[src/pkg/pssb_pkg.sv]
package pssb_pkg;

   // Bus geometry
   localparam int PSSB_ADDR_W = 8;
   localparam int PSSB_DATA_W = 32;
   localparam int PSSB_REG_W = 16;

   // Register indices; byte address is four times the index
   localparam logic [PSSB_ADDR_W-1:0] PSSB_IDX_CTRL_ONE = 8'h09;
   localparam logic [PSSB_ADDR_W-1:0] PSSB_IDX_CTRL_TWO = 8'h0A;
   localparam logic [PSSB_ADDR_W-1:0] PSSB_ADDR_CTRL_ONE = 8'h24;
   localparam logic [PSSB_ADDR_W-1:0] PSSB_ADDR_CTRL_TWO = 8'h28;

   // Field positions in strap_control_one
   localparam int PSSB_ONE_CFG_DONE = 15;
   localparam int PSSB_ONE_FAST_MDIX = 6;
   localparam int PSSB_ONE_ROBUST_MDIX = 5;

   // Field positions in strap_control_two
   localparam int PSSB_TWO_FAST_PD = 6;
   localparam int PSSB_TWO_FD_EXT = 5;
   localparam int PSSB_TWO_LED_FD = 4;
   localparam int PSSB_TWO_ISOLATE = 3;
   localparam int PSSB_TWO_IDLE_ERR = 2;
   localparam int PSSB_TWO_ODD_DIS = 1;
   localparam int PSSB_TWO_RMII_CLK = 0;

   // Reset values and writable masks
   localparam logic [PSSB_REG_W-1:0] PSSB_ONE_RST = 16'h0000;
   localparam logic [PSSB_REG_W-1:0] PSSB_TWO_RST = 16'h0004;
   localparam logic [PSSB_REG_W-1:0] PSSB_ONE_WMASK = 16'hFFFF;
   localparam logic [PSSB_REG_W-1:0] PSSB_TWO_WMASK = 16'h3FFF;

   // AXI responses
   localparam logic [1:0] PSSB_RESP_OKAY = 2'h0;
   localparam logic [1:0] PSSB_RESP_SLVERR = 2'h2;

   // Register select codes
   localparam logic [1:0] PSSB_SEL_NONE = 2'h0;
   localparam logic [1:0] PSSB_SEL_ONE = 2'h1;
   localparam logic [1:0] PSSB_SEL_TWO = 2'h2;

   // Link state reported by the PCS and negotiation logic
   typedef struct packed {
      logic link_up;
      logic speed_100;
      logic partner_forced_100;
      logic local_an_or_forced_100;
      logic std_full_duplex;
   } pssb_link_t;

   // Latched strap configuration in effect
   typedef struct packed {
      logic fast_pd_linkup;
      logic forced_full_duplex_ext;
      logic link_indicator_fd_only;
      logic isolate_on_half_duplex;
      logic idle_symbol_error_detect;
      logic odd_nibble_disable;
      logic rmii_rx_on_rx_clk;
   } pssb_cfg_t;

   // Address decode shared by the bus slave and the register file
   function automatic logic [1:0] pssb_reg_sel(input logic [PSSB_ADDR_W-1:0] addr);
      logic [1:0] sel;
      sel = PSSB_SEL_NONE;
      if (addr == PSSB_ADDR_CTRL_ONE) begin
         sel = PSSB_SEL_ONE;
      end else if (addr == PSSB_ADDR_CTRL_TWO) begin
         sel = PSSB_SEL_TWO;
      end
      return sel;
   endfunction : pssb_reg_sel

endpackage : pssb_pkg

[src/verilog/pssb_axil.sv]
`timescale 1ns/10ps
`default_nettype none
module pssb_axil (
   // Clock and reset
   input wire logic ref_clk_i,
   input wire logic arst_n_i,
   // Write address and data
   input wire logic [pssb_pkg::PSSB_ADDR_W-1:0] s_awaddr_i,
   input wire logic s_awvalid_i,
   output logic s_awready_o,
   input wire logic [pssb_pkg::PSSB_DATA_W-1:0] s_wdata_i,
   input wire logic [3:0] s_wstrb_i,
   input wire logic s_wvalid_i,
   output logic s_wready_o,
   // Write response
   output logic [1:0] s_bresp_o,
   output logic s_bvalid_o,
   input wire logic s_bready_i,
   // Read address and data
   input wire logic [pssb_pkg::PSSB_ADDR_W-1:0] s_araddr_i,
   input wire logic s_arvalid_i,
   output logic s_arready_o,
   output logic [pssb_pkg::PSSB_DATA_W-1:0] s_rdata_o,
   output logic [1:0] s_rresp_o,
   output logic s_rvalid_o,
   input wire logic s_rready_i,
   // Register file side
   output logic wr_en_o,
   output logic [1:0] wr_sel_o,
   output logic [pssb_pkg::PSSB_REG_W-1:0] wr_data_o,
   output logic [1:0] wr_strb_o,
   input wire logic [pssb_pkg::PSSB_REG_W-1:0] rd_data_i
);
   import pssb_pkg::*;

   logic aw_held;
   logic w_held;
   logic [PSSB_ADDR_W-1:0] aw_addr;
   logic [PSSB_REG_W-1:0] w_data;
   logic [1:0] w_strb;
   logic next_aw_held;
   logic next_w_held;
   logic next_bvalid;
   logic next_rvalid;
   wire aw_take = s_awvalid_i & s_awready_o;
   wire w_take = s_wvalid_i & s_wready_o;
   wire ar_take = s_arvalid_i & s_arready_o;
   wire do_write = aw_held & w_held & ~s_bvalid_o;
   wire [1:0] aw_sel = pssb_reg_sel(aw_addr);
   wire [1:0] ar_sel = pssb_reg_sel(s_araddr_i);

   // Slot and response state after this edge
   assign next_aw_held = aw_take | (aw_held & ~do_write);
   assign next_w_held = w_take | (w_held & ~do_write);
   assign next_bvalid = do_write | (s_bvalid_o & ~s_bready_i);
   assign next_rvalid = ar_take | (s_rvalid_o & ~s_rready_i);

   // Ready while the slot is free and no response is pending, registered
   always_ff @(posedge ref_clk_i or negedge arst_n_i) begin
      if (!arst_n_i) begin
         s_awready_o <= 1'b1;
         s_wready_o <= 1'b1;
         s_arready_o <= 1'b1;
      end else begin
         s_awready_o <= ~next_aw_held & ~next_bvalid;
         s_wready_o <= ~next_w_held & ~next_bvalid;
         s_arready_o <= ~next_rvalid;
      end
   end

   // Capture address and data in either order
   always_ff @(posedge ref_clk_i or negedge arst_n_i) begin
      if (!arst_n_i) begin
         aw_held <= 1'b0;
         w_held <= 1'b0;
         aw_addr <= '0;
         w_data <= '0;
         w_strb <= '0;
      end else begin
         if (aw_take) begin
            aw_held <= 1'b1;
            aw_addr <= s_awaddr_i;
         end else if (do_write) begin
            aw_held <= 1'b0;
         end
         if (w_take) begin
            w_held <= 1'b1;
            w_data <= s_wdata_i[PSSB_REG_W-1:0];
            w_strb <= s_wstrb_i[1:0];
         end else if (do_write) begin
            w_held <= 1'b0;
         end
      end
   end

   // Write strobe to the register file and response
   always_ff @(posedge ref_clk_i or negedge arst_n_i) begin
      if (!arst_n_i) begin
         wr_en_o <= 1'b0;
         wr_sel_o <= PSSB_SEL_NONE;
         wr_data_o <= '0;
         wr_strb_o <= '0;
         s_bvalid_o <= 1'b0;
         s_bresp_o <= PSSB_RESP_OKAY;
      end else begin
         wr_en_o <= do_write & (aw_sel != PSSB_SEL_NONE);
         wr_sel_o <= aw_sel;
         wr_data_o <= w_data;
         wr_strb_o <= w_strb;
         if (do_write) begin
            s_bvalid_o <= 1'b1;
            s_bresp_o <= (aw_sel == PSSB_SEL_NONE) ? PSSB_RESP_SLVERR : PSSB_RESP_OKAY;
         end else if (s_bready_i) begin
            s_bvalid_o <= 1'b0;
         end
      end
   end

   // Read answer one cycle after the address is taken
   always_ff @(posedge ref_clk_i or negedge arst_n_i) begin
      if (!arst_n_i) begin
         s_rvalid_o <= 1'b0;
         s_rdata_o <= '0;
         s_rresp_o <= PSSB_RESP_OKAY;
      end else if (ar_take) begin
         s_rvalid_o <= 1'b1;
         s_rdata_o <= {16'h0000, rd_data_i};
         s_rresp_o <= (ar_sel == PSSB_SEL_NONE) ? PSSB_RESP_SLVERR : PSSB_RESP_OKAY;
      end else if (s_rready_i) begin
         s_rvalid_o <= 1'b0;
      end
   end

endmodule : pssb_axil
`default_nettype wire

[src/verilog/pssb_top.sv]
// The AXI4-Lite register port is this design's own decision.
`timescale 1ns/10ps
`default_nettype none
module pssb_top (
   // Clock and reset
   input wire logic ref_clk_i,
   input wire logic arst_n_i,
   // AXI4-Lite write address
   input wire logic [pssb_pkg::PSSB_ADDR_W-1:0] s_awaddr_i,
   input wire logic s_awvalid_i,
   output logic s_awready_o,
   // AXI4-Lite write data
   input wire logic [pssb_pkg::PSSB_DATA_W-1:0] s_wdata_i,
   input wire logic [3:0] s_wstrb_i,
   input wire logic s_wvalid_i,
   output logic s_wready_o,
   // AXI4-Lite write response
   output logic [1:0] s_bresp_o,
   output logic s_bvalid_o,
   input wire logic s_bready_i,
   // AXI4-Lite read address
   input wire logic [pssb_pkg::PSSB_ADDR_W-1:0] s_araddr_i,
   input wire logic s_arvalid_i,
   output logic s_arready_o,
   // AXI4-Lite read data
   output logic [pssb_pkg::PSSB_DATA_W-1:0] s_rdata_o,
   output logic [1:0] s_rresp_o,
   output logic s_rvalid_o,
   input wire logic s_rready_i,
   // Link status from negotiation and PCS
   input wire pssb_pkg::pssb_link_t link_i,
   // MII transmit side
   input wire logic tx_en_i,
   input wire logic tx_er_i,
   output logic tx_en_o,
   output logic tx_er_o,
   // Receive idle symbol errors
   input wire logic rx_idle_i,
   input wire logic rx_sym_err_i,
   output logic idle_rx_err_o,
   // Configuration in effect and derived controls
   output pssb_pkg::pssb_cfg_t cfg_o,
   output logic strap_latch_pulse_o,
   output logic full_duplex_o,
   output logic link_led_o,
   output logic mii_isolate_o,
   output logic rmii_rx_on_rx_clk_o
);
   import pssb_pkg::*;

   // Register file signals
   logic wr_en;
   logic [1:0] wr_sel;
   logic [PSSB_REG_W-1:0] wr_data;
   logic [1:0] wr_strb;
   logic [PSSB_REG_W-1:0] rd_data;
   logic [PSSB_REG_W-1:0] strap_control_one;
   logic [PSSB_REG_W-1:0] strap_control_two;
   logic [PSSB_REG_W-1:0] next_one;
   logic [PSSB_REG_W-1:0] next_two;
   logic [PSSB_REG_W-1:0] strb_mask;
   logic force_fast_pd;
   logic [PSSB_REG_W-1:0] two_view;
   logic latch_req;

   // Configuration and datapath state
   pssb_cfg_t next_cfg;
   logic fd_now;
   logic next_full_duplex;
   logic next_link_led;
   logic next_isolate;
   logic tx_en_d;
   logic nibble_odd;
   logic odd_ext;
   logic next_tx_en;
   logic next_tx_er;
   logic next_idle_err;

   // Bus slave
   pssb_axil u_axil (
      .ref_clk_i(ref_clk_i),
      .arst_n_i(arst_n_i),
      .s_awaddr_i(s_awaddr_i),
      .s_awvalid_i(s_awvalid_i),
      .s_awready_o(s_awready_o),
      .s_wdata_i(s_wdata_i),
      .s_wstrb_i(s_wstrb_i),
      .s_wvalid_i(s_wvalid_i),
      .s_wready_o(s_wready_o),
      .s_bresp_o(s_bresp_o),
      .s_bvalid_o(s_bvalid_o),
      .s_bready_i(s_bready_i),
      .s_araddr_i(s_araddr_i),
      .s_arvalid_i(s_arvalid_i),
      .s_arready_o(s_arready_o),
      .s_rdata_o(s_rdata_o),
      .s_rresp_o(s_rresp_o),
      .s_rvalid_o(s_rvalid_o),
      .s_rready_i(s_rready_i),
      .wr_en_o(wr_en),
      .wr_sel_o(wr_sel),
      .wr_data_o(wr_data),
      .wr_strb_o(wr_strb),
      .rd_data_i(rd_data)
   );

   // Byte-lane mask from the write strobes
   assign strb_mask = {{8{wr_strb[1]}}, {8{wr_strb[0]}}};

   // Crossover modes in register one force fast link-up
   assign force_fast_pd = strap_control_one[PSSB_ONE_FAST_MDIX]
                        | strap_control_one[PSSB_ONE_ROBUST_MDIX];

   // Register two as software sees it
   assign two_view = (strap_control_two & PSSB_TWO_WMASK)
                   | (16'(force_fast_pd) << PSSB_TWO_FAST_PD);

   // Next register values under byte strobes
   assign next_one = (strap_control_one & ~(strb_mask & PSSB_ONE_WMASK))
                   | (wr_data & strb_mask & PSSB_ONE_WMASK);
   assign next_two = (strap_control_two & ~(strb_mask & PSSB_TWO_WMASK))
                   | (wr_data & strb_mask & PSSB_TWO_WMASK);

   // Config-done written as one in an enabled lane
   assign latch_req = wr_en & (wr_sel == PSSB_SEL_ONE) & wr_strb[1]
                    & wr_data[PSSB_ONE_CFG_DONE];

   // Read mux
   assign rd_data = (pssb_reg_sel(s_araddr_i) == PSSB_SEL_ONE) ? strap_control_one :
                    (pssb_reg_sel(s_araddr_i) == PSSB_SEL_TWO) ? two_view :
                    16'h0000;

   // Software-visible registers
   always_ff @(posedge ref_clk_i or negedge arst_n_i) begin
      if (!arst_n_i) begin
         strap_control_one <= PSSB_ONE_RST;
         strap_control_two <= PSSB_TWO_RST;
      end else if (wr_en) begin
         if (wr_sel == PSSB_SEL_ONE) begin
            strap_control_one <= next_one;
         end
         if (wr_sel == PSSB_SEL_TWO) begin
            strap_control_two <= next_two;
         end
      end
   end

   // Field values to latch, from the register as read back
   assign next_cfg.fast_pd_linkup = two_view[PSSB_TWO_FAST_PD];
   assign next_cfg.forced_full_duplex_ext = two_view[PSSB_TWO_FD_EXT];
   assign next_cfg.link_indicator_fd_only = two_view[PSSB_TWO_LED_FD];
   assign next_cfg.isolate_on_half_duplex = two_view[PSSB_TWO_ISOLATE];
   assign next_cfg.idle_symbol_error_detect = two_view[PSSB_TWO_IDLE_ERR];
   assign next_cfg.odd_nibble_disable = two_view[PSSB_TWO_ODD_DIS];
   assign next_cfg.rmii_rx_on_rx_clk = two_view[PSSB_TWO_RMII_CLK];

   // Internal reset pulse and strap latch
   always_ff @(posedge ref_clk_i or negedge arst_n_i) begin
      if (!arst_n_i) begin
         strap_latch_pulse_o <= 1'b0;
         cfg_o <= pssb_cfg_t'(PSSB_TWO_RST[6:0]);
      end else begin
         strap_latch_pulse_o <= latch_req;
         if (strap_latch_pulse_o) begin
            cfg_o <= next_cfg;
         end
      end
   end

   // Duplex decision with the extended ability
   assign fd_now = (cfg_o.forced_full_duplex_ext & link_i.partner_forced_100
                    & link_i.local_an_or_forced_100) ? 1'b1
                 : link_i.std_full_duplex;

   // Link indicator, isolation and duplex outputs
   assign next_full_duplex = link_i.link_up & fd_now;
   assign next_link_led = cfg_o.link_indicator_fd_only
                        ? (link_i.link_up & link_i.speed_100 & fd_now)
                        : link_i.link_up;
   assign next_isolate = cfg_o.isolate_on_half_duplex & link_i.link_up
                       & link_i.speed_100 & ~fd_now;

   always_ff @(posedge ref_clk_i or negedge arst_n_i) begin
      if (!arst_n_i) begin
         full_duplex_o <= 1'b0;
         link_led_o <= 1'b0;
         mii_isolate_o <= 1'b0;
         rmii_rx_on_rx_clk_o <= 1'b0;
      end else begin
         full_duplex_o <= next_full_duplex;
         link_led_o <= next_link_led;
         mii_isolate_o <= next_isolate;
         rmii_rx_on_rx_clk_o <= cfg_o.rmii_rx_on_rx_clk;
      end
   end

   // Odd-nibble end of transmit enable
   assign odd_ext = tx_en_d & ~tx_en_i & nibble_odd & ~cfg_o.odd_nibble_disable;
   assign next_tx_en = tx_en_i | odd_ext;
   assign next_tx_er = (tx_en_i & tx_er_i) | odd_ext;

   // Nibble parity and transmit outputs
   always_ff @(posedge ref_clk_i or negedge arst_n_i) begin
      if (!arst_n_i) begin
         tx_en_d <= 1'b0;
         nibble_odd <= 1'b0;
         tx_en_o <= 1'b0;
         tx_er_o <= 1'b0;
      end else begin
         tx_en_d <= tx_en_i;
         nibble_odd <= tx_en_i ? ~nibble_odd : 1'b0;
         tx_en_o <= next_tx_en;
         tx_er_o <= next_tx_er;
      end
   end

   // Receive symbol error during idle
   assign next_idle_err = cfg_o.idle_symbol_error_detect & rx_idle_i & rx_sym_err_i;

   always_ff @(posedge ref_clk_i or negedge arst_n_i) begin
      if (!arst_n_i) begin
         idle_rx_err_o <= 1'b0;
      end else begin
         idle_rx_err_o <= next_idle_err;
      end
   end

endmodule : pssb_top
`default_nettype wire

[config.mk]
export PLATFORM = sky130hd
export DESIGN_NAME = pssb_top
export DESIGN_NICKNAME = d
export VERILOG_FILES = /design/src/pkg/pssb_pkg.sv /design/src/verilog/pssb_axil.sv /design/src/verilog/pssb_top.sv
export SDC_FILE = /design/constraint.sdc
export NUM_CORES = 1
export LEC_CHECK = 0
export ABC_CLOCK_PERIOD_IN_PS = 1800
export BUFFER_PORTS_ARGS = -buffer_cell sky130_fd_sc_hd__buf_2
export CAP_MARGIN = 20
export CORE_ASPECT_RATIO = 0.8
export CORE_MARGIN = 3
export CORE_UTILIZATION = 46
export DETAILED_ROUTE_END_ITERATION = 8
export GPL_TIMING_DRIVEN = 0
export PLACE_DENSITY = 0.71
export SLEW_MARGIN = 20
export SYNTH_ARGS = -nofsm -noshare
export SYNTH_HDL_FRONTEND = slang
export SYNTH_HIERARCHICAL = 1
export SYNTH_SLANG_ARGS = --single-unit
export TNS_END_PERCENT = 100
[constraint.sdc]
create_clock -name ref_clk_i -period 1.8 [get_ports ref_clk_i]
set_clock_uncertainty 0.15 [all_clocks]
set_input_delay 0 -clock ref_clk_i [delete_from_list [all_inputs] [get_ports ref_clk_i]]
set_output_delay 0 -clock ref_clk_i [all_outputs]
set_load 0.01 [all_outputs]
* Word-level counts from Yosys, hierarchy flattened
Index checks and enable logic that the tools add are counted.
Cells by class: reduce and logical (&&, ||, !) cells 9, equality and inequality tests 8, muxes and demuxes 18, bitwise logic cells 56
Operators with widths (count):
- bitwise AND 16 bit | 3
- equality test 8 x 6 -> 1 bit, second input constant | 4
- bitwise AND 1 bit | 29
- two-way mux 16 bit | 1
- inverter 14 -> 16 bit | 1
- inverter 16 bit | 1
- OR 16 x 14 -> 16 bit | 1
- OR 16 bit | 1
- two-way mux 14 bit | 1
- OR 14 x 7 -> 14 bit | 1
- two-way mux 2 bit | 6
- inverter 1 bit | 12
- two-way mux 1 bit | 10
- nonzero test 2 bit | 5
- OR 1 bit | 7
- equality test 2 x 1 -> 1 bit, second input constant | 2
- equality test 2 bit, second input constant | 2
- zero test 2 bit | 2
- AND reduction 2 bit | 2
Storage, ports and cells: logic and storage cells 127, flip-flop bits (word level) 123, input port bits 68

* Longest topological paths before layout
depth after elaboration 7, depth in mapped cells 5, mapped depth without buffers 4

* Hierarchy
The synthesis kept the hierarchy.
By module, submodules not included:
- pssb_axil | cells an instance 165, times used 1, area each 2623.8 µm², sequential area each 1805.5 µm²
- pssb_top | cells an instance 143, times used 1, area each 2006.9 µm², sequential area each 1178.6 µm²

* Least setup slack after synthesis
OpenSTA, ideal clock, no wires.
path type register to register, from register u_axil.aw_addr[1], to register u_axil.wr_sel_o[1], period minus slack after synthesis 1620 ps, arrival 1390 ps, stages on the path, launching flop included 4, setup time 80 ps, slack 180 ps, cell sequence dfrtp_1 -> or4b_4 -> or3_4 -> nor3b_2
On the way: longest elaborated chain between the ends 3, elaborated cells on any way between the ends 4
RTL lines:
- start: declaration | line pssb_axil.sv:38 | logic [PSSB_ADDR_W-1:0] aw_addr;
- start signal: assignment | line pssb_axil.sv:82 | aw_addr <= s_awaddr_i;
- equality test 8 x 6 -> 1 bit | line pssb_pkg.sv:69 | end else if (addr == PSSB_ADDR_CTRL_TWO) begin
- two-way mux 2 bit | line pssb_pkg.sv:69
- two-way mux 2 bit (*) | line pssb_pkg.sv:67 | if (addr == PSSB_ADDR_CTRL_ONE) begin
- via u_axil.aw_sel[1] | line pssb_axil.sv:49 | wire [1:0] aw_sel = pssb_reg_sel(aw_addr);
- end signal: assignment | line pssb_axil.sv:107 | wr_sel_o <= aw_sel;
- end: declaration | line pssb_axil.sv:29 | output logic [1:0] wr_sel_o,
The timed path passes the listed nets; every way through them passes the cells marked *. A chain may end at the register's enable or synchronous reset.

* Final worst setup path
from register cfg_o[5] (netlist bit), to register link_led_o
On the way: longest elaborated chain between the ends 5
RTL lines:
- start: declaration | line pssb_top.sv:42 | output pssb_pkg::pssb_cfg_t cfg_o,
- start signal: assignment | line pssb_top.sv:161 | cfg_o <= pssb_cfg_t'(PSSB_TWO_RST[6:0]);
- start signal: assignment | line pssb_top.sv:165 | cfg_o <= next_cfg;
- bitwise AND 1 bit | line pssb_top.sv:171 | assign fd_now = (cfg_o.forced_full_duplex_ext & link_i.partner_forced_100
- bitwise AND 1 bit | line pssb_top.sv:172 | & link_i.local_an_or_forced_100) ? 1'b1
- two-way mux 1 bit | line pssb_top.sv:172
- bitwise AND 1 bit | line pssb_top.sv:178 | ? (link_i.link_up & link_i.speed_100 & fd_now)
- two-way mux 1 bit | line pssb_top.sv:178
- via next_link_led | line pssb_top.sv:70 | logic next_link_led;
- end signal: assignment | line pssb_top.sv:191 | link_led_o <= next_link_led;
- end: declaration | line pssb_top.sv:45 | output logic link_led_o,
The timed path passes the listed nets, and every way through them passes these cells.

==> results.toml <==
[power_and_ir_drop]
powerDensity_nw_per_um2 = 1227
internal_power_w = 0.005887
ir_worst_vdd_v = 0.0008823
leakage_nw = 3.200
power_frac_seq_pct = 46.6
p_clk_share_pct = 40.8
p_switching_w = 0.001907
power_frac_comb_pct = 12.6
netSwitchingFraction_pct = 24.47

[logic_synthesis]
yosys.area_share.simple_pct = 8.619
muxShareOfSynthArea_pct = 18.72
yosysUniqueCellTypes = 39
synth_seq_area_share_pct = 64.44
yosysMostFrequentCell = "dfrtp_1"
synth_top_family_by_area = "multiplexers"
synth_edf_count = 0
syn_area_per_cell_um2 = 15.03
synthCells = 308
yosys.area.top_type = "dfrtp_1"
synthTopCellsByArea = "dfrtp_1 (62%), mux2_2 (19%), buf_4 (3.1%), dfstp_2 (2.8%), a22oi_1 (2.1%)"
synth_compound_area_share_pct = 3.513
synth_seq_cells = 119
async_flop_share_pct = 100.0
synth_adder_area_share_pct = 0
synth_area_um2 = 4631
synth_xor_area_share_pct = 0.3783
yosys_warnings = 6
synth_top_area_share_pct = 61.60
synthFlopType = "dfrtp_1"
synth_commonest_cells = "dfrtp_1 (114), mux2_2 (77), buf_4 (19), nor2_1 (18), a22oi_1 (13)"

[floorplanning]
die_h_um = 95.74
die_w_um = 118.2
dieArea_um2 = 11310
core_area_um2 = 9729
core.rowCount = 32
floorplan.initialDensity_pct = 47.60
ios = 124

[critical_path]
r2r-start = "cfg_o[5]"
crit_path_max_incr_delay_ns = 0.55
cp_max_fo = 3
crit_path_cell_trace = "a31oi_1 -> nand2b_1 -> dlygate4sd3_1 -> a21boi_0"
r2r_cells = 4
crit_buf_inv = 1
critPathLaunchType = "flop"
worstSetupPathType = "reg -> reg"
critPathSlowestCell = "dlygate4sd3_1"
reg2reg_to = "link_led_o"
r2r_setup_slack_ns = 0.08
worst_ep_required_time_ns = 1.93
crit_family = "buffers and inverters"
arrival_ns = 1.85
cp-end-kind = "flop"

[cts]
cts-root-buf = "clkbuf_16"
clock-sinks = 119
clkLatencyLatePin_ns = 0.41
cts_tree = "yes"
cts_buffers = 17
post_cts_resized = 0
cts_buffer_depth = 2
clk_pin_slew_ns = 0.06
htree_levels = 4

[timing]
maxSlewViolCount = 0
fin_crit_sh_pct = 95.49
setup_viol = 0
relSlewSlack_pct = 56.92
final-hold-violation-count = 0
layout_setup_ws_ns = 0.08124
clock.fmax_ghz = 0.5818
rsz0062_at_grt = "no"
hold_ws_ns = 0.02984
tightest_slew_ns = 0.6461
fin_crit_ns = 1.719

[finish]
fin_util_pct = 65.28
final_cell_area_um2 = 6351
diodes = 0
nets = 545
multi_input_area_um2 = 1514
drive_gt1_share_pct = 48.37
area_growth_pct = 37.15
final.fill_count = 738
ff_latch_area_um2 = 2984

[placement]
port_buffers = 87
place.gp.congestion = 0.7021
dp_hpwl_um = 6022
pre_cts_ws_ns = 0.1212
post_dp_cell_area_um2 = 5334

[routing]
routed_wl_um = 9242
dr.pass1.iters = 4
ant_nets = 0
drc = 0
route.vias.total = 2927
wl_per_cell_um = 14.76
vias_per_cell = 4.676
drt-initial-drc-count = 112

[min_path]
holdPathEnd = "u_axil/s_rdata_o[6]"
hold_depth = 4
hold_path_class = "in -> reg"
min_from = "s_araddr_i[4]"

[global_route]
grt_overflow = 0
track_usage_pct = 17.59
grt_pass1_wl_um = 15140
grt_pass1_vias = 3065
grt_max_degree = 66
grt_antenna_before_repair = 0

[flow_run]
max_cap_viol_count = 0

[outcome]
outcome = "finished clean"
logic make-up (layout without fill, tap and decap cells):
kind of cell	Yosys count	after routing
flops	119	119
xor+xnor	2	2
other cells	1	18
mux	77	77
compound gates	23	23
buf+inv	29	194
simple gates	57	57
worst max-delay path by stage:
stage	cells past startpoint	from	to	slack, ns
2_1_floorplan	3	u_axil/aw_addr[1]	u_axil/wr_sel_o[1]	0.18
3_3_place_gp	1	arst_n_i	u_axil/aw_addr[1]	-0.77
3_5_place_dp	3	u_axil/aw_addr[1]	u_axil/wr_sel_o[1]	0.12
4_1_cts	3	u_axil/aw_addr[1]	u_axil/wr_sel_o[1]	0.11
5_1_grt	4	cfg_o[5]	link_led_o	0.02
6_report	4	cfg_o[5]	link_led_o	0.08
metal layers:
metal  vias up  GRT usage, %  share of wire (%)
met5         -             0                  0
met4         0         8.488                1.9
met3        17         6.228                6.1
met2        94         27.82                 47
met1      1417         21.91                 45
li1       1399             -                  -
power by group through the flow:
stage,Clock [W],Sequential [W],Combinational (W)
floorplan,0,0.00357,0.000612
global placement,0,0.00363,0.000856
detailed placement,0,0.00367,0.000905
CTS,0.00326,0.00364,0.00100
global route,0.00337,0.00372,0.00109
finish,0.00318,0.00363,0.000986
placed cells by master (no fill, tap or decap), drive strengths merged, types with 2 or more instances in the layout:
cell	synthesis	routed
nor2	18	18
nor3b	3	3
a22oi	13	13
dfstp	5	5
and3	3	3
nand4b	2	2
clkbuf	3	22
conb	1	18
mux2	77	77
dlygate4sd3	0	45
or4b	3	3
clkinvlp	0	3
o21ai	3	3
bufinv	0	2
buf	22	110
nor2b	4	4
dfrtp	114	114
nand2	9	9
xnor2	2	2
inv	4	4
clkinv	0	8
nand3	2	2
a21oi	2	2
nand3b	2	2
nand2b	3	3
nor4b	4	4
through the flow:
step                instances  total power (W)  TNS (ns)
global route              626         0.008172         0
global placement          548         0.004486    -88.28
detailed placement        549         0.004576         0
finish                    626         0.007795         0
CTS                       626         0.007893         0
floorplan                 325         0.004186         0
cell type report:
cell class | count | share of cell area (%)
Clock inverter | 13 | 2.108
Multi-Input combinational cell | 177 | 23.84
Buffer | 25 | 2.857
Tap cell | 136 | 2.679
Sequential cell | 119 | 46.99
Inverter | 4 | 0.2364
Timing Repair Buffer | 133 | 14.48
Clock buffer | 19 | 6.816
worst min-delay path: cells and delay by family:
kind / cells / cell delay [ns]
AO/OA/AOI/OAI: 1 / 0.12
multiplexers: 1 / 0.24
buffers and inverters: 1 / 0.10
AND/OR/NAND/NOR: 1 / 0.08
repair_timing:
item | in CTS | in global routing
endpoints found under the hold margin | 158 | 0
hold buffers | 45 | 0
setup buffers | 0 | 0
Power figures use the tool's default switching activity.
